### src/core/ibi_pkg.sv
package ibi_pkg;
	// APB byte addresses
	localparam logic [7:0] ADDR_CTRL = 8'h00;
	localparam logic [7:0] ADDR_STATUS = 8'h04;
	localparam logic [7:0] ADDR_TX = 8'h08;
	localparam logic [7:0] ADDR_RX = 8'h0C;
	localparam logic [7:0] ADDR_FLAGS = 8'h10;
	localparam logic [7:0] ADDR_SWITCH = 8'h14;
	// Control register fields
	localparam int CTRL_FIRST_DIR = 0;
	localparam int CTRL_SECOND_DIR = 1;
	localparam int CTRL_SRQ_EN = 2;
	localparam int CTRL_DATA_READY = 3;
	localparam logic [3:0] CTRL_RESET = 4'h0;
	// Flag register fields
	localparam int FLAG_EOI_SEEN = 0;
	localparam int FLAG_MSG_END = 1;
	// Switch fields on the internal data bus
	localparam int SW_TALK_ONLY = 6;
	localparam int SW_UNUSED = 5;
	localparam logic [7:0] CHAR_CR = 8'h0D;
	localparam logic [7:0] CHAR_LF = 8'h0A;
	// Timing
	localparam int CLK_MHZ = 25;
	localparam int SCAN_PERIOD_US = 10000;
	localparam int SCAN_PERIOD_CYCLES = SCAN_PERIOD_US * CLK_MHZ;
	localparam int SETTLE_NS = 120;
	localparam int SETTLE_CYCLES = (SETTLE_NS * CLK_MHZ + 999) / 1000;
	localparam int FIFO_DEPTH = 16;
	localparam int RX_WIDTH = 9;

	typedef struct packed {
		logic [7:0] dio;
		logic dav;
		logic rfd;
		logic dac;
		logic eoi;
		logic atn;
		logic ren;
		logic ifc;
		logic [6:0] sw_n;
	} ibi_pins_t;

	typedef struct packed {
		logic atn;
		logic [7:0] data;
	} ibi_rx_word_t;

	typedef enum logic [2:0] {
		HS_IDLE = 3'b000,
		HS_SRC_WAIT_RFD = 3'b001,
		HS_SRC_DAV = 3'b010,
		HS_ACC_RFD = 3'b011,
		HS_ACC_DAC = 3'b100
	} ibi_hs_state_t;

	typedef enum logic [1:0] {
		SCAN_WAIT = 2'b00,
		SCAN_READ = 2'b01
	} ibi_scan_state_t;
endpackage : ibi_pkg

### src/core/ibi_bus_interface.sv
`timescale 1ns/10ps
`default_nettype none
// Operation
// - Data transceiver drives bus when second direction select high, receives when low.
// - Parallel poll (ATN with EOI) disables data drivers via active-low enable.
// - No parallel poll response; no status bit placed on data lines.
// - Inbound handshake lines reach controller only when direction selects enable them.
// - Inbound handshake buffers off while device itself drives DAC, DAV or RFD.
// - SRQ only when service requests enabled and measurement data ready.
// - EOI is received and flagged but never ends an incoming message.
// - Carriage return then line feed marks end of incoming message.
// - REN and IFC from system controller handled per 1978 bus standard.
// - ATN tags received bytes as interface commands rather than device data.
// - Address from five switches, seventh switch talk-only, sixth bit unused.
// - Active-low switch read puts inverted switch states on internal data bus.
// - EOI needs first select low; DAV in, DAC/RFD out need second select low.
// - Switches read at power-up and periodically by pulsing switch read enable.
module ibi_bus_interface #(
	parameter int SCAN_CYCLES = ibi_pkg::SCAN_PERIOD_CYCLES,
	parameter int DEPTH = ibi_pkg::FIFO_DEPTH
) (
	input wire logic pclk,
	input wire logic presetn,
	input wire logic psel,
	input wire logic penable,
	input wire logic pwrite,
	input wire logic [7:0] paddr,
	input wire logic [31:0] pwdata,
	output logic [31:0] prdata,
	output logic pready,
	output logic pslverr,
	input wire ibi_pkg::ibi_pins_t pins_in,
	output logic [7:0] dio_out,
	output logic dio_oe,
	output logic xcvr_enable_n,
	output logic dav_out,
	output logic dav_oe,
	output logic rfd_out,
	output logic rfd_oe,
	output logic dac_out,
	output logic dac_oe,
	output logic srq_out,
	output logic srq_oe,
	output logic switch_read_enable_n,
	output logic [7:0] internal_data_bus
);
	import ibi_pkg::*;

	// Synchronised pins
	ibi_pins_t pins_s;

	ibi_sync #(
		.WIDTH($bits(ibi_pins_t))
	) u_sync (
		.pclk(pclk),
		.presetn(presetn),
		.async_in(pins_in),
		.sync_out(pins_s)
	);

	// Control and status state
	logic [3:0] ctrl;
	logic [7:0] tx_byte;
	logic tx_pending;
	logic eoi_seen;
	logic msg_end;
	logic last_cr;
	logic [7:0] switch_image;
	ibi_hs_state_t hs_state;
	ibi_hs_state_t next_hs_state;
	ibi_scan_state_t scan_state;
	logic [31:0] scan_count;

	wire first_direction_select = ctrl[CTRL_FIRST_DIR];
	wire second_direction_select = ctrl[CTRL_SECOND_DIR];
	wire service_request_enable_command = ctrl[CTRL_SRQ_EN];
	wire data_ready = ctrl[CTRL_DATA_READY];

	// APB decode
	wire apb_access = psel && penable;
	wire apb_wr = apb_access && pwrite;
	wire apb_rd = apb_access && !pwrite;
	wire hit_ctrl = (paddr == ADDR_CTRL);
	wire hit_status = (paddr == ADDR_STATUS);
	wire hit_tx = (paddr == ADDR_TX);
	wire hit_rx = (paddr == ADDR_RX);
	wire hit_flags = (paddr == ADDR_FLAGS);
	wire hit_switch = (paddr == ADDR_SWITCH);
	wire hit_any = hit_ctrl || hit_status || hit_tx || hit_rx || hit_flags || hit_switch;
	wire wr_ctrl = apb_wr && hit_ctrl;
	wire wr_tx = apb_wr && hit_tx;
	wire wr_flags = apb_wr && hit_flags;
	wire rd_rx = apb_rd && hit_rx;

	// Parallel poll and line qualification
	wire parallel_poll = pins_s.atn && pins_s.eoi;
	wire eoi_rx = pins_s.eoi && !first_direction_select;
	wire dav_rx = pins_s.dav && !second_direction_select;
	wire rfd_rx = pins_s.rfd && second_direction_select;
	wire dac_rx = pins_s.dac && second_direction_select;
	wire ifc = pins_s.ifc;

	// Receive FIFO
	ibi_rx_word_t rx_in;
	ibi_rx_word_t rx_out;
	logic rx_in_ready;
	logic rx_out_valid;
	wire rx_push = (hs_state == HS_ACC_RFD) && dav_rx && rx_in_ready && !ifc;

	assign rx_in.atn = pins_s.atn;
	assign rx_in.data = pins_s.dio;

	ibi_fifo #(
		.WIDTH(RX_WIDTH),
		.DEPTH(DEPTH)
	) u_rx_fifo (
		.pclk(pclk),
		.presetn(presetn),
		.in_valid(rx_push),
		.in_ready(rx_in_ready),
		.in_data(rx_in),
		.out_valid(rx_out_valid),
		.out_ready(rd_rx),
		.out_data(rx_out)
	);

	// Message end detection on device data only
	wire data_byte = rx_push && !rx_in.atn;
	wire msg_end_set = data_byte && last_cr && (rx_in.data == CHAR_LF);
	wire eoi_set = eoi_rx && !parallel_poll;

	// Handshake sequencer
	always_comb begin
		next_hs_state = hs_state;
		unique case (hs_state)
			HS_IDLE: begin
				if (second_direction_select && tx_pending) begin
					next_hs_state = HS_SRC_WAIT_RFD;
				end else if (!second_direction_select && rx_in_ready) begin
					next_hs_state = HS_ACC_RFD;
				end
			end
			HS_SRC_WAIT_RFD: begin
				if (rfd_rx && !dac_rx) begin
					next_hs_state = HS_SRC_DAV;
				end
			end
			HS_SRC_DAV: begin
				if (dac_rx) begin
					next_hs_state = HS_IDLE;
				end
			end
			HS_ACC_RFD: begin
				if (rx_push) begin
					next_hs_state = HS_ACC_DAC;
				end
			end
			HS_ACC_DAC: begin
				if (!dav_rx) begin
					next_hs_state = HS_IDLE;
				end
			end
			default: begin
				next_hs_state = HS_IDLE;
			end
		endcase
		// Interface clear or a direction change abandons the transfer
		if (ifc) begin
			next_hs_state = HS_IDLE;
		end
		if (second_direction_select && (hs_state == HS_ACC_RFD || hs_state == HS_ACC_DAC)) begin
			next_hs_state = HS_IDLE;
		end
		if (!second_direction_select && (hs_state == HS_SRC_WAIT_RFD || hs_state == HS_SRC_DAV)) begin
			next_hs_state = HS_IDLE;
		end
	end

	wire src_done = (hs_state == HS_SRC_DAV) && (next_hs_state == HS_IDLE) && dac_rx;

	always_ff @(posedge pclk or negedge presetn) begin
		if (!presetn) begin
			hs_state <= HS_IDLE;
			dav_out <= 1'b0;
			rfd_out <= 1'b0;
			dac_out <= 1'b0;
		end else begin
			hs_state <= next_hs_state;
			dav_out <= (next_hs_state == HS_SRC_DAV);
			rfd_out <= (next_hs_state == HS_ACC_RFD);
			dac_out <= (next_hs_state == HS_ACC_DAC);
		end
	end

	// Pin drive enables follow the second direction select; transceiver enable follows parallel poll
	assign dav_oe = second_direction_select;
	assign rfd_oe = !second_direction_select;
	assign dac_oe = !second_direction_select;
	assign xcvr_enable_n = parallel_poll;
	assign dio_oe = second_direction_select && !xcvr_enable_n;
	assign dio_out = tx_byte;

	// Service request, open drain pulled low while requesting
	always_ff @(posedge pclk or negedge presetn) begin
		if (!presetn) begin
			srq_oe <= 1'b0;
		end else begin
			srq_oe <= service_request_enable_command && data_ready;
		end
	end
	assign srq_out = 1'b0;

	// Register writes
	always_ff @(posedge pclk or negedge presetn) begin
		if (!presetn) begin
			ctrl <= CTRL_RESET;
			tx_byte <= 8'h00;
			tx_pending <= 1'b0;
		end else begin
			if (wr_ctrl) begin
				ctrl <= pwdata[3:0];
			end
			if (wr_tx && !tx_pending) begin
				tx_byte <= pwdata[7:0];
				tx_pending <= 1'b1;
			end else if (src_done || ifc) begin
				tx_pending <= 1'b0;
			end
		end
	end

	// Sticky flags, a new event wins over a clear
	always_ff @(posedge pclk or negedge presetn) begin
		if (!presetn) begin
			eoi_seen <= 1'b0;
			msg_end <= 1'b0;
			last_cr <= 1'b0;
		end else begin
			if (eoi_set) begin
				eoi_seen <= 1'b1;
			end else if (wr_flags && pwdata[FLAG_EOI_SEEN]) begin
				eoi_seen <= 1'b0;
			end
			if (msg_end_set) begin
				msg_end <= 1'b1;
			end else if (wr_flags && pwdata[FLAG_MSG_END]) begin
				msg_end <= 1'b0;
			end
			if (ifc) begin
				last_cr <= 1'b0;
			end else if (data_byte) begin
				last_cr <= (rx_in.data == CHAR_CR);
			end
		end
	end

	// Switch scan: read at reset release, then once per period
	wire [7:0] switch_drive = {1'b0, ~pins_s.sw_n[6], 1'b0, ~pins_s.sw_n[4:0]};
	assign internal_data_bus = switch_read_enable_n ? 8'h00 : switch_drive;
	wire scan_last = (scan_state == SCAN_READ) && (scan_count == 32'(SETTLE_CYCLES + 2));
	wire scan_start = (scan_state == SCAN_WAIT) && (scan_count == '0);

	always_ff @(posedge pclk or negedge presetn) begin
		if (!presetn) begin
			scan_state <= SCAN_WAIT;
			scan_count <= '0;
			switch_read_enable_n <= 1'b1;
			switch_image <= 8'h00;
		end else begin
			unique case (scan_state)
				SCAN_WAIT: begin
					if (scan_start) begin
						scan_state <= SCAN_READ;
						switch_read_enable_n <= 1'b0;
					end else begin
						scan_count <= scan_count - 1'b1;
					end
				end
				SCAN_READ: begin
					if (scan_last) begin
						switch_image <= internal_data_bus;
						switch_read_enable_n <= 1'b1;
						scan_state <= SCAN_WAIT;
						scan_count <= 32'(SCAN_CYCLES - 1);
					end else begin
						scan_count <= scan_count + 1'b1;
					end
				end
				default: begin
					scan_state <= SCAN_WAIT;
					scan_count <= '0;
				end
			endcase
		end
	end

	wire [4:0] bus_address_switch_bits = switch_image[4:0];
	wire addressable_or_talk_only = switch_image[SW_TALK_ONLY];

	// Read data selection
	wire [31:0] status_word = {16'h0000, addressable_or_talk_only, 2'b00, bus_address_switch_bits,
		2'b00, hs_state != HS_IDLE, rx_out_valid, parallel_poll, pins_s.atn, pins_s.ifc, pins_s.ren};
	wire [31:0] rd_mux =
		hit_ctrl ? {28'h0000000, ctrl} :
		hit_status ? status_word :
		hit_tx ? {23'h0, tx_pending, tx_byte} :
		hit_rx ? {22'h0, rx_out_valid, rx_out.atn, rx_out.data} :
		hit_flags ? {30'h0, msg_end, eoi_seen} :
		hit_switch ? {24'h000000, switch_image} : 32'h00000000;

	assign pready = 1'b1;
	assign pslverr = apb_access && !hit_any;
	assign prdata = apb_rd ? rd_mux : 32'h00000000;
endmodule : ibi_bus_interface
`default_nettype wire

### src/core/ibi_fifo.sv
`timescale 1ns/10ps
`default_nettype none
module ibi_fifo #(
	parameter int WIDTH = 9,
	parameter int DEPTH = 16
) (
	input wire logic pclk,
	input wire logic presetn,
	input wire logic in_valid,
	output logic in_ready,
	input wire logic [WIDTH-1:0] in_data,
	output logic out_valid,
	input wire logic out_ready,
	output logic [WIDTH-1:0] out_data
);
	localparam int AW = $clog2(DEPTH);
	logic [WIDTH-1:0] mem [DEPTH];
	logic [AW-1:0] wr_ptr;
	logic [AW-1:0] rd_ptr;
	logic [AW:0] count;
	wire push = in_valid && in_ready;
	wire pop = out_valid && out_ready;

	assign in_ready = (count != (AW+1)'(DEPTH));
	assign out_valid = (count != '0);
	assign out_data = mem[rd_ptr];

	always_ff @(posedge pclk) begin
		if (push) begin
			mem[wr_ptr] <= in_data;
		end
	end

	always_ff @(posedge pclk or negedge presetn) begin
		if (!presetn) begin
			wr_ptr <= '0;
			rd_ptr <= '0;
			count <= '0;
		end else begin
			if (push) begin
				wr_ptr <= (wr_ptr == AW'(DEPTH - 1)) ? '0 : wr_ptr + 1'b1;
			end
			if (pop) begin
				rd_ptr <= (rd_ptr == AW'(DEPTH - 1)) ? '0 : rd_ptr + 1'b1;
			end
			count <= count + (AW+1)'(push) - (AW+1)'(pop);
		end
	end
endmodule : ibi_fifo
`default_nettype wire

### src/core/ibi_sync.sv
`timescale 1ns/10ps
`default_nettype none
module ibi_sync #(
	parameter int WIDTH = 1
) (
	input wire logic pclk,
	input wire logic presetn,
	input wire logic [WIDTH-1:0] async_in,
	output logic [WIDTH-1:0] sync_out
);
	logic [WIDTH-1:0] stage1;

	always_ff @(posedge pclk or negedge presetn) begin
		if (!presetn) begin
			stage1 <= '0;
			sync_out <= '0;
		end else begin
			stage1 <= async_in;
			sync_out <= stage1;
		end
	end
endmodule : ibi_sync
`default_nettype wire

### config.mk
export PLATFORM = sky130hd
export DESIGN_NAME = ibi_bus_interface
export DESIGN_NICKNAME = d
export VERILOG_FILES = /design/src/core/ibi_pkg.sv /design/src/core/ibi_bus_interface.sv /design/src/core/ibi_fifo.sv /design/src/core/ibi_sync.sv
export SDC_FILE = /design/constraint.sdc
export NUM_CORES = 1
export LEC_CHECK = 0
export ABC_AREA = 1
export BUFFER_PORTS_ARGS = -buffer_cell sky130_fd_sc_hd__buf_4
export CELL_PAD_IN_SITES_DETAIL_PLACEMENT = 2
export CELL_PAD_IN_SITES_GLOBAL_PLACEMENT = 2
export CORE_UTILIZATION = 37
export DETAILED_ROUTE_END_ITERATION = 10
export GPL_ROUTABILITY_DRIVEN = 0
export GPL_TIMING_DRIVEN = 0
export PLACE_DENSITY = 0.78
export SYNTH_ARGS = -nofsm -noshare
export SYNTH_HDL_FRONTEND = slang
export SYNTH_SLANG_ARGS = --single-unit
### constraint.sdc
create_clock -name pclk -period 3.5 [get_ports pclk]
set_input_delay 0 -clock pclk [delete_from_list [all_inputs] [get_ports pclk]]
set_output_delay 0 -clock pclk [all_outputs]
set_load 0.01 [all_outputs]
Yosys cells after proc, flatten, opt, wreduce, memory -nomap -nowiden

Memories as Yosys holds them, arrays and structs flattened.
Cells that the tools add are included.

Register bits after elaboration: 123
Bits in writable memories: 144
Input bits: 67
Output and inout bits: 61
Word-level logic and storage cells: 158
Memories: 1

Add/subtract/negate cells: 6
Equal/unequal tests: 22
Multiplexer cells: 39
Bitwise operators: 2
Reduce and logical (&&, ||, !) cells: 68

Memory list:

| memory        | words | bits a word | read ports | clocked after memory_dff | write ports | RTL line       | source |
|---|---|---|---|---|---|---|---|
| u_rx_fifo.mem | 16    | 9           | 1          | 0                        | 1           | ibi_fifo.sv:17 | `logic [WIDTH-1:0] mem [DEPTH];` |

Operators by type and width:

| cell                                                                 | count |
|---|---|
| 32-bit two-way mux                                                   | 2 |
| 32-bit case mux with 2 select lines                                  | 1 |
| 16-bit two-way mux                                                   | 3 |
| 1-bit logical AND                                                    | 36 |
| 32-bit by 1-bit adder with 32-bit output, second input constant      | 1 |
| 32-bit by 3-bit == test with 1-bit output, second input constant     | 1 |
| 8-bit by 4-bit == test with 1-bit output, second input constant      | 4 |
| 32-bit zero test                                                     | 1 |
| 32-bit by 1-bit subtractor with 32-bit output, second input constant | 1 |
| 3-bit two-way mux                                                    | 9 |
| 10-bit two-way mux                                                   | 2 |
| 8-bit by 5-bit == test with 1-bit output, second input constant      | 2 |
| 8-bit two-way mux                                                    | 2 |
| 3-bit case mux with 5 select lines                                   | 1 |
| 3-bit by 2-bit == test with 1-bit output, second input constant      | 4 |
| 1-bit two-way mux                                                    | 12 |
| 2-bit nonzero test                                                   | 5 |
| 1-bit zero test                                                      | 9 |
| 4-bit by 1-bit adder with 4-bit output, second input constant        | 2 |
| 4-bit == test, second input constant                                 | 2 |
| 8-bit by 3-bit == test with 1-bit output, second input constant      | 1 |
| 8-bit zero test                                                      | 1 |
| 1-bit logical OR                                                     | 8 |
| 4-bit two-way mux                                                    | 2 |
| other kinds (19)                                                     | 25 |

Longest topological paths before layout

Gate-level depths: netlist of the first run.

Depth in word-level cells: 16
Mapped depth: 15
Gate-level depth less buffers: 15

Cells and area by module

Synthesis of the first run repeated with hierarchy kept, for this count alone.

Cells, all modules: 1,653
Area, all modules: 13,571.8 µm²

Modules (own cells, without submodules):

| module            | times used | cells an instance | area an instance (µm²) | sequential area each (µm²) |
|---|---|---|---|---|
| ibi_fifo          | 1          | 724               | 7,110.6                | 4,649.5 |
| ibi_bus_interface | 1          | 885               | 5,360.1                | 1,577.8 |
| ibi_sync          | 1          | 44                | 1,101.1                | 1,101.1 |

Worst setup path before layout of the first run

Ideal clock, no wire load.

Path type: reg-to-reg
Start: register u_rx_fifo.count[3]
End: register u_rx_fifo.count[4]
Setup time: 128 ps
Arrival time: 2,324 ps
Data required time: 3,372 ps
Slack: 1,048 ps
Cell stages (with the launch flop): 16
Path buffers: 0
Clock period less this slack: 2,452 ps
Cells stage by stage: dfrtp_1 -> inv_1 -> ha_1 -> nand3_1 -> nor2_1 -> inv_1 -> nand3_1 -> inv_1 -> ha_1 -> inv_1 -> ha_1 -> inv_1 -> fa_1 -> o21ai_0 -> a21oi_1 -> xor2_1

Elaborated cells between the ends (all ways): 8
Those cells by class: add/sub (2); eq/ne (1); reduce/logical (5)

RTL lines:

| element                                     | RTL line       | source |
|---|---|---|
| from (decl)                                 | ibi_fifo.sv:20 | `logic [AW:0] count;` |
| from (signal assigned)                      | ibi_fifo.sv:46 | `count <= count + (AW+1)'(push) - (AW+1)'(pop);` |
| 5-bit nonzero test                          | ibi_fifo.sv:25 | `assign out_valid = (count != '0);` |
| 1-bit logical AND                           | ibi_fifo.sv:22 | `wire pop = out_valid && out_ready;` |
| named net u_rx_fifo.pop                     | ibi_fifo.sv:22 |  |
| 5-bit by 1-bit subtractor with 5-bit output | ibi_fifo.sv:46 |  |

The timed path passes the listed nets, and every way through them passes these cells.
A chain may end at the register's enable or synchronous reset.

Worst setup path after layout of the first run

Start: register u_rx_fifo.count[2]
End: register u_rx_fifo.count[4]

Same word-level chain as after synthesis.

==> results.py, run 1 <==
metrics = {
    "run_status": {
        "outcome": "finished clean",
    },
    "worst_setup_path": {
        "ff2ff_setup_slack_ps": 210,
        "slowest_delay_ps": 410,
        "worstReg2RegEnd": "u_rx_fifo.count[4]$_DFF_PN0_",
        "crit_arrival_ps": 3750,
        "crit_path_top_delay_cell": "fa_1",
        "end_kind": "flip-flop",
        "startpoint": "u_rx_fifo.count[2]$_DFF_PN0_",
        "worstPathRequired_ps": 3960,
        "crit_fanout": 5,
        "cp_top_family": "adder cells",
        "rr_worst_depth": 15,
        "r2r_start": "u_rx_fifo.count[2]$_DFF_PN0_",
        "cp-start-kind": "flip-flop",
        "crit_type": "flip-flop to flip-flop",
        "cp_num_buf_inv": 5,
        "worstPathCellList": "inv_1 -> ha_1 -> nand3_1 -> nor2_1 -> inv_1 -> nand3_1 -> inv_2 -> ha_1 -> inv_1 -> ha_1 -> inv_1 -> fa_1 -> o21ai_0 -> a21oi_1 -> xor2_1",
        "cpMostUsedCell": "inv_1",
    },
    "die": {
        "num_rows": 67,
        "core_area_um2": 33780,
        "die_area_um2": 35300,
        "initial_core_util": 0.3784,
        "ios": 128,
        "die_h_um": 187.9,
        "fp.dieW_um": 187.9,
    },
    "global_routing": {
        "overflow": 0,
        "grt_pass1_wl_um": 72370,
        "grt_use_total": 0.2699,
        "antenna_found_initial": 0,
        "grt_start_max_net_pins": 71,
        "grt_pass1_vias": 12150,
    },
    "drt": {
        "first_pass_iters": 5,
        "route.antenna.remaining_nets": 0,
        "wirelength_um": 46940,
        "vias_per_cell": 5.251,
        "drcViolationCount": 0,
        "drt-initial-drc-count": 496,
        "wl_per_cell_um": 22.61,
        "vias": 10900,
    },
    "clock_tree": {
        "post_cts_buffers": 0,
        "clock_path_buffers": 3,
        "worstSkewPairLatency_ps": 600,
        "numCtsBuffers": 30,
        "h-tree-depth": 1,
        "cts_tree": "built",
        "clkTransAtPathRegs_ps": 70,
        "cts_sinks": 262,
        "root_buffer": "clkbuf_16",
    },
    "timing": {
        "slew_headroom": 0.06714,
        "hold_viol": 0,
        "finalSetupViolCount": 0,
        "timing.final.ws_setup_ps": 208.3,
        "tns_ps": 0,
        "fin_skew_ps": 26.73,
        "period_minus_slack_ps": 3292,
        "rsz0062_at_grt": "no",
        "fmax_mhz": 303.8,
        "worst_pin_slew_ps": 1394,
        "drv_slew": 0,
        "min_period_over_period": 0.9405,
    },
    "layout": {
        "drive_gt1_frac": 0.1388,
        "areaGrowthSynthToFinish_pct": 20.92,
        "n_antenna_cell": 0,
        "final_nets": 1687,
    },
    "synthesis": {
        "synthCells": 1431,
        "avgSynthCellArea_um2": 8.933,
        "synth_cell_types": 43,
        "ys_seq_elements": 262,
        "ys_seq_area_frac": 0.5693,
        "ys_warn_count": 0,
        "synth_area_um2": 12780,
    },
    "place": {
        "pre_cts_ws_ps": 235.5,
        "dpl.hpwl_um": 32420,
        "port_buffers": 80,
    },
    "hold_path": {
        "whs_path_depth": 6,
        "whs_endpoint": "eoi_seen$_DFFE_PN0P_",
        "hold_start": "psel",
        "hold_class": "primary input to flip-flop",
    },
    "flow_run": {
        "drv_cap": 0,
    },
    "power": {
        "p_leak_nw": 6.648,
        "vdd_drop_max_v": 0.0003829,
        "pwr_density_cell_nw_per_um2": 469.8,
    },
}
## worst register-to-register path, stage by stage, from the launching register on
cell and delay (ps):
dfrtp_1 390, inv_1 110, ha_1 190, nand3_1 80, nor2_1 220, inv_1 130, nand3_1 280, inv_2 180
ha_1 330, inv_1 70, ha_1 180, inv_1 60, fa_1 410, o21ai_0 250, a21oi_1 130, xor2_1 160
## layout make-up
cell class	count	area (um2)
multi-input combinational	994	4651
timing repair buffer	121	1050
inverter	120	450.4
fill	3661	18330
clock inverter	15	137.6
buffer	75	484.2
sequential	262	7278
tap	448	560.5
clock buffer	41	845.8
## routing by layer
metal | part of all wire | GRT usage | up-vias
met3 | 0.033 | 0.02864 | 110
li1 | - | - | 5018
met1 | 0.40 | 0.3148 | 5529
met4 | 0.045 | 0.1191 | 0
met2 | 0.53 | 0.4976 | 245
met5 | 0 | 0 | -
## logic make-up (layout without fill, tap and decap cells)
kind of cell / Yosys count / after routing / synth area share
flip-flops: 262 / 262 / 0.5693
AO/OA/AOI/OAI: 129 / 129 / 0.05315
buffers and inverters: 195 / 372 / 0.07311
XOR/XNOR: 30 / 30 / 0.02055
other: 2 / 22 / 0.0005875
adder cells (fa/ha/maj): 16 / 16 / 0.01625
AND/OR/NAND/NOR: 797 / 797 / 0.2670
## cells in the mapped netlist, drive strengths merged
master	number	share of area
xnor2	3	0.0021
buf	60	0.033
edfxtp	144	0.34
dfrtp	117	0.23
clkbuf	15	0.0045
o211ai	6	0.0035
o22ai	1	0.00049
o31ai	1	0.00059
nand3b	2	0.0012
a31oi	1	0.00049
a22oi	2	0.0012
nor4	3	0.0015
ha	15	0.015
fa	1	0.0016
nand2	406	0.12
or4	1	0.00059
o21ai	60	0.023
conb	2	0.00059
dfstp	1	0.0021
nor2	183	0.059
xor2	27	0.018
o2111ai	1	0.00069
nand4	18	0.0093
a21boi	1	0.00059
a21oi	55	0.022
or2	1	0.00049
inv	120	0.035
o21a	1	0.00059
nor3	21	0.011
nand3	162	0.063
## layout by cell type, fill, tap and decap left out, types with 19 or more instances in the layout
cell,n
buf_4,103
nand3_1,162
clkbuf_16,30
conb_1,22
buf_2,23
dfrtp_1,117
inv_1,114
a21oi_1,55
clkbuf_1,19
o21ai_0,56
dlygate4sd3_1,39
edfxtp_1,144
xor2_1,27
nand2_1,400
nor2_1,166
## per-stage QoR
step           utilization  instance area (um2)  hold WS, ps  instances  power (mW)
2_1_floorplan            -                12860       -295.6       1451       3.844
3_3_place_gp        0.4150                14020        109.2       1979       4.039
3_5_place_dp        0.4159                14050        1.224       1980       4.105
4_1_cts             0.4574                15450        6.742       2076       7.298
5_1_grt             0.4575                15460        57.47       2076       7.505
6_report            0.4575                15460        35.85       2076       7.262
## report_power, final
group	total (mW)	internal [mW]	leakage [nW]	switching [mW]
clock	3.16	1.78	0.488	1.38
combinational	0.643	0.254	3.42	0.389
sequential	3.46	3.36	2.74	0.102
## worst max path at each step
stage | to | slack, ps | cells after the start
final | u_rx_fifo.count[4]$_DFF_PN0_ | 210 | 15
after global routing | u_rx_fifo.count[4]$_DFF_PN0_ | 40 | 15
after CTS | u_rx_fifo.count[4]$_DFF_PN0_ | 130 | 15
after detailed placement | u_rx_fifo.count[4]$_DFF_PN0_ | 240 | 15
after global placement | u_rx_fifo.count[4]$_DFF_PN0_ | 420 | 15
after floorplan | u_rx_fifo.count[4]$_DFF_PN0_ | 1050 | 15
## registers in the layout, indices dropped and copies added, names as in the netlist
signal                flops
switch_read_enable_n      1
u_sync.stage1            21
dac_out                   1
dio_out                   8
u_rx_fifo.mem           144
tx_pending                1
u_rx_fifo.wr_ptr          4
msg_end                   1
u_rx_fifo.rd_ptr          4
u_rx_fifo.count           5
scan_count               32
last_cr                   1
srq_oe                    1
switch_image              6
scan_state                1
rfd_out                   1
u_sync.sync_out          21
eoi_seen                  1
hs_state                  3
ctrl                      4
dav_out                   1
## what timing repair did
| action | 4_1_cts | 5_1_grt |
|---|---|---|
| endpoints found under the hold margin | 152 | 0 |
| setup endpoints to repair | 0 | 1 |
| hold buffers | 40 | 0 |
| gates resized for setup | 0 | 1 |
No activity file was read; power rests on OpenSTA's default activity.
==> inputs of run 2 (changes only) <==
CORE_UTILIZATION = 33   (was 37)
PLACE_DENSITY = 0.74   (was 0.78)
clock period = 2.98 ns   (was 3.5 ns; I/O delays follow)
==> results.py, run 2 (synthesized netlist as in run 1, its figures left out) <==
metrics = {
    "layout": {
        "fillCellCount": 4246,
        "final_nets": 1691,
        "final_cell_mix": "400 x nand2_1, 161 x nand3_1, 157 x nor2_1",
        "regArea_um2": 7278,
        "final_cells": 2144,
        "final_common_cell": "nand2_1",
        "areaGrowthSynthToFinish_pct": 22.27,
        "n_antenna_cell": 0,
        "largest_reg_flops": 144,
        "multi_input_area_um2": 4678,
        "top_regs": "u_rx_fifo.mem: 144 flops, scan_count: 32 flops",
        "drive_gt1_frac": 0.1494,
        "largest-register": "u_rx_fifo.mem",
    },
    "die": {
        "die_h_um": 198.8,
        "num_rows": 71,
        "core_area_um2": 37930,
        "die_area_um2": 39530,
        "ios": 128,
        "fp.dieW_um": 198.8,
        "initial_core_util": 0.3370,
    },
    "worst_setup_path": {
        "worstPathCellList": "inv_2 -> nand2_1 -> inv_1 -> nand4_2 -> inv_1 -> nand2_1 -> nor2_1",
        "crit_arrival_ps": 3120,
        "crit_path_top_delay_cell": "nor2_1",
        "slowest_delay_ps": 1080,
        "end_kind": "flip-flop",
        "crit_fanout": 9,
        "cp-start-kind": "flip-flop",
        "worstPathRequired_ps": 3170,
        "crit_type": "flip-flop to flip-flop",
    },
    "global_routing": {
        "antenna_found_initial": 0,
        "overflow": 0,
        "grt_start_max_net_pins": 61,
        "grt_pass1_wl_um": 71570,
        "grt_use_total": 0.2429,
        "grt_pass1_vias": 11930,
    },
    "power": {
        "pwr_density_cell_nw_per_um2": 552.1,
        "power_mw": 8.629,
        "vdd_drop_max_v": 0.0004123,
        "p_leak_nw": 6.685,
    },
    "clock_tree": {
        "h-tree-depth": 1,
        "cts_tree": "built",
        "cts_sinks": 262,
        "numCtsBuffers": 31,
        "root_buffer": "clkbuf_16",
        "worstSkewPairLatency_ps": 590,
        "clock_path_buffers": 3,
        "clkTransAtPathRegs_ps": 70,
    },
    "timing": {
        "slew_headroom": 0.07404,
        "fin_skew_ps": 15.77,
        "rsz0062_at_grt": "yes",
        "min_period_over_period": 0.9834,
        "finalSetupViolCount": 0,
        "worst_pin_slew_ps": 1384,
        "hold_viol": 0,
        "timing.final.ws_setup_ps": 49.47,
        "fmax_mhz": 341.2,
        "drv_slew": 0,
        "period_minus_slack_ps": 2931,
    },
    "drt": {
        "wl_per_cell_um": 21.92,
        "vias_per_cell": 5.101,
        "first_pass_iters": 5,
        "drt-initial-drc-count": 662,
        "wirelength_um": 47000,
        "vias": 10940,
        "route.antenna.remaining_nets": 0,
        "drcViolationCount": 0,
    },
    "place": {
        "port_buffers": 80,
        "dpl.hpwl_um": 32250,
        "dp.cells": 2044,
        "pre_cts_ws_ps": -149.0,
    },
    "run_status": {
        "outcome": "finished clean",
    },
    "hold_path": {
        "hold_class": "primary input to flip-flop",
    },
    "flow_run": {
        "drv_cap": 0,
    },
}
-- run 2: cell types whose count changed in the layout (fill, tap and decap cells not counted), moves of 2 or more --
| cell | previous run | this run |
|---|---|---|
| dlygate4sd3_1 | 39 | 41 |
| clkinv_2 | 5 | 9 |
| clkinv_1 | 3 | 6 |
| buf_2 | 23 | 20 |
| nor2_1 | 166 | 157 |
| clkbuf_8 | 5 | 1 |
| inv_6 | 3 | 0 |
| nor2_2 | 12 | 21 |
| bufinv_16 | 1 | 3 |
| clkbuf_1 | 19 | 12 |
| clkbuf_2 | 1 | 7 |
| clkbuf_4 | 1 | 4 |
-- run 2: area by class of cell --
type / count / share of cell area
Multi-Input combinational cell: 994 / 0.2993
Timing Repair Buffer: 124 / 0.06868
Inverter: 120 / 0.02882
Clock inverter: 22 / 0.01297
Tap cell: 511 / 0.04091
Buffer: 75 / 0.03218
Sequential cell: 262 / 0.4657
Clock buffer: 36 / 0.05147
-- run 2: worst paths after layout --
path	startpoint	endpoint	slack, ps	cells past startpoint
min in group asynchronous	presetn	dio_out[7]$_DFFE_PN0P_	440	3
hold reg to reg	u_sync.stage1[6]$_DFF_PN0_	u_sync.sync_out[6]$_DFF_PN0_	350	0
setup reg to reg	ctrl[1]$_DFFE_PN0P_	u_rx_fifo.mem[15][2]$_DFFE_PP_	50	7
setup / recovery	ctrl[1]$_DFFE_PN0P_	u_rx_fifo.mem[15][2]$_DFFE_PP_	50	7
hold / removal	paddr[7]	eoi_seen$_DFFE_PN0P_	40	7
max in group asynchronous	presetn	switch_read_enable_n$_DFFE_PN1P_	1820	4
-- run 2: critical path: cells and delay by family (launching register included) --
kind | cells | cell delay [ps]
and+or+nand+nor | 4 | 1580
DFF | 1 | 480
buffers and inverters | 3 | 470
-- run 2: stage by stage --
stage	utilization	setup TNS, ps	cell area [um2]	hold WS (ps)
2_1_floorplan	-	0	12860	-295.6
5_1_grt	0.4120	-440.7	15630	53.78
4_1_cts	0.4113	-905.5	15600	4.232
6_report	0.4120	0	15630	44.42
3_5_place_dp	0.3728	-2968	14140	39.42
3_3_place_gp	0.3717	-2722	14100	109.8
-- run 2: what timing repair did --
action,in CTS,in global routing
buffers inserted,0,0
gates resized for setup,11,18
hold endpoints to repair,152,0
endpoints found under the setup margin,57,52
cloned,0,0
hold buffers,42,0
-- run 2: layer usage --
layer  global-route usage  vias up  wire (um)
met5                    0        -          0
met4              0.06724        0       1068
met3              0.02967       65       2372
met2               0.4240      288      22980
met1               0.3154     5570      20570
li1                     -     5014          -
-- run 2: power breakdown --
part / internal [mW] / total, mW / switching [mW]
registers: 3.95 / 4.06 / 0.110
logic: 0.296 / 0.741 / 0.445
clock network: 2.19 / 3.83 / 1.64
total: 6.44 / 8.63 / 2.19
==> inputs of run 3 (changes only) <==
ABC_AREA = unset   (was 1)
CORE_UTILIZATION = 37   (was 33)
PLACE_DENSITY = unset   (was 0.74)
PLACE_DENSITY_LB_ADDON = 0.1   (was unset)
==> results.py, run 3 <==
metrics = {
    "run_status": {
        "outcome": "finished clean",
    },
    "place": {
        "port_buffers": 80,
        "dpl.hpwl_um": 26030,
        "pre_cts_ws_ps": -1110,
    },
    "layout": {
        "areaGrowthSynthToFinish_pct": 25.28,
        "fin_util": 0.4746,
        "drive_gt1_frac": 0.2748,
        "multi_input_area_um2": 4472,
        "final_nets": 1168,
        "fillCellCount": 3104,
        "largest-register": "u_rx_fifo.mem",
        "top_regs": "u_rx_fifo.mem: 144 flops, scan_count: 32 flops",
        "final_common_cell": "edfxtp_1",
        "final_cell_mix": "144 x edfxtp_1, 116 x dfrtp_1, 112 x buf_4",
        "n_antenna_cell": 0,
        "regArea_um2": 7279,
        "largest_reg_flops": 144,
    },
    "synthesis": {
        "ys_warn_count": 0,
        "synth_top_area_cell": "edfxtp_1",
        "synthTopCellsByCount": "144 x edfxtp_1, 117 x dfrtp_1, 50 x nor2_1, 48 x nand2_1, 43 x mux4_2",
        "synth_cell_types": 73,
        "post-synth-top-count-cell": "edfxtp_1",
        "ys_seq_elements": 262,
        "async_flop_share": 0.4504,
        "synthCells": 903,
        "avgSynthCellArea_um2": 13.31,
        "ys_seq_area_frac": 0.6057,
        "ys_top_cells_by_area": "edfxtp_1 36%, dfrtp_1 24%, mux4_2 8.1%",
        "dominantRegCellSynth": "edfxtp_1",
        "synth-edff-count": 144,
        "yosys.area.top_type_share": 0.3599,
        "synth_area_um2": 12020,
    },
    "clock_tree": {
        "root_buffer": "clkbuf_16",
        "h-tree-depth": 1,
        "numCtsBuffers": 31,
        "cts_tree": "built",
        "clkTransAtPathRegs_ps": 60,
        "worstSkewPairLatency_ps": 580,
        "cts_sinks": 262,
        "clock_path_buffers": 3,
    },
    "flow_run": {
        "drv_cap": 0,
    },
    "power": {
        "vdd_drop_max_v": 0.0004442,
        "pwr_density_cell_nw_per_um2": 603.9,
        "p_leak_nw": 5.594,
        "power_mw": 9.091,
    },
    "drt": {
        "wl_per_cell_um": 25.23,
        "vias": 8553,
        "first_pass_iters": 7,
        "vias_per_cell": 5.657,
        "drcViolationCount": 0,
        "drt-initial-drc-count": 550,
        "wirelength_um": 38150,
        "route.antenna.remaining_nets": 0,
    },
    "worst_setup_path": {
        "end_kind": "primary output",
        "cp-start-kind": "flip-flop",
        "crit_arrival_ps": 2860,
        "worstPathRequired_ps": 2980,
        "crit_fanout": 10,
        "crit_type": "flip-flop to primary output",
    },
    "timing": {
        "tns_ps": 0,
        "rsz0062_at_grt": "yes",
        "finalSetupViolCount": 0,
        "worst_pin_slew_ps": 959.8,
        "hold_viol": 0,
        "fin_skew_ps": 15.13,
        "min_period_over_period": 0.9584,
        "period_minus_slack_ps": 2856,
        "fmax_mhz": 350.2,
        "drv_slew": 0,
        "slew_headroom": 0.3548,
        "timing.final.ws_setup_ps": 124.1,
    },
    "die": {
        "fp.dieW_um": 182.2,
        "die_area_um2": 33200,
        "core_area_um2": 31720,
        "ios": 128,
        "num_rows": 65,
        "initial_core_util": 0.3788,
        "die_h_um": 182.2,
    },
    "global_routing": {
        "grt_use_total": 0.2358,
        "grt_start_max_net_pins": 87,
        "overflow": 0,
        "grt_pass1_wl_um": 58570,
        "antenna_found_initial": 1,
        "grt_pass1_vias": 9327,
    },
    "hold_path": {
        "hold_class": "primary input to flip-flop",
    },
}
[run 3: kinds of logic (layout without fill, tap and decap cells)]
kind of cell,after synthesis,after routing,share of synthesized area
and+or+nand+nor,269,269,0.1225
muxes,74,74,0.1089
adders and majority gates,16,16,0.01729
AOI/OAI and AO/OA,161,161,0.09112
buffers and inverters,103,290,0.04217
xor gates and xnor gates,16,16,0.01166
other,2,22,0.0006250
DFF,262,262,0.6057
[run 3: final timing paths]
kind | depth (start not counted) | from | to | slack (ps)
min in group asynchronous | 4 | presetn | u_sync.sync_out[16]$_DFF_PN0_ | 470
worst min-delay path | 5 | pwrite | dio_out[4]$_DFFE_PN0P_ | 5
worst max register to register | 6 | scan_count[11]$_DFFE_PN0P_ | scan_count[11]$_DFFE_PN0P_ | 140
max in group asynchronous | 4 | presetn | switch_read_enable_n$_DFFE_PN1P_ | 1980
worst max-delay path | 6 | u_rx_fifo.rd_ptr[0]$_DFFE_PN0P_ | prdata[6] | 120
worst min register to register | 0 | u_sync.stage1[6]$_DFF_PN0_ | u_sync.sync_out[6]$_DFF_PN0_ | 350
[run 3: metal layers]
layer | track usage | up-vias | share of wire
li1 | - | 3793 | -
met1 | 0.3249 | 4477 | 0.45
met5 | 0 | - | 0
met2 | 0.3928 | 228 | 0.48
met4 | 0.06286 | 0 | 0.020
met3 | 0.03113 | 55 | 0.047
[run 3: repair_timing]
item	4_1_cts	5_1_grt
setup endpoints to repair	158	95
pin swaps	3	1
endpoints found under the hold margin	152	0
gates cloned	0	0
setup buffers	2	3
resized for setup	29	21
hold buffers	34	0
[run 3: where the power goes]
part           total (mW)  switching [mW]  internal, mW
Sequential           4.07           0.118          3.95
Clock                4.15            1.58          2.57
Combinational       0.873           0.485         0.387
[run 3: cell type report]
cell class	count	area share
Sequential cell	262	0.4836
Multi-Input combinational cell	558	0.2971
Timing Repair Buffer	130	0.07422
Clock buffer	42	0.06043
Tap cell	402	0.03341
Buffer	74	0.02942
Clock inverter	16	0.01488
Inverter	28	0.006982
[run 3: critical path: stages, from the launching register on]
cell	delay, ps
dfrtp_2	470
buf_6	230
mux4_2	540
mux4_2	570
o21ai_0	180
a21oi_1	120
buf_4	160
[run 3: stage by stage]
stage / instances / hold slack, ps / instance area, um2
floorplan: 923 / -295.6 / 12090
global placement: 1405 / 109.3 / 13190
detailed placement: 1416 / -78.48 / 13370
CTS: 1509 / 3.393 / 14950
global route: 1512 / 47.12 / 15050
finish: 1512 / 5.020 / 15050
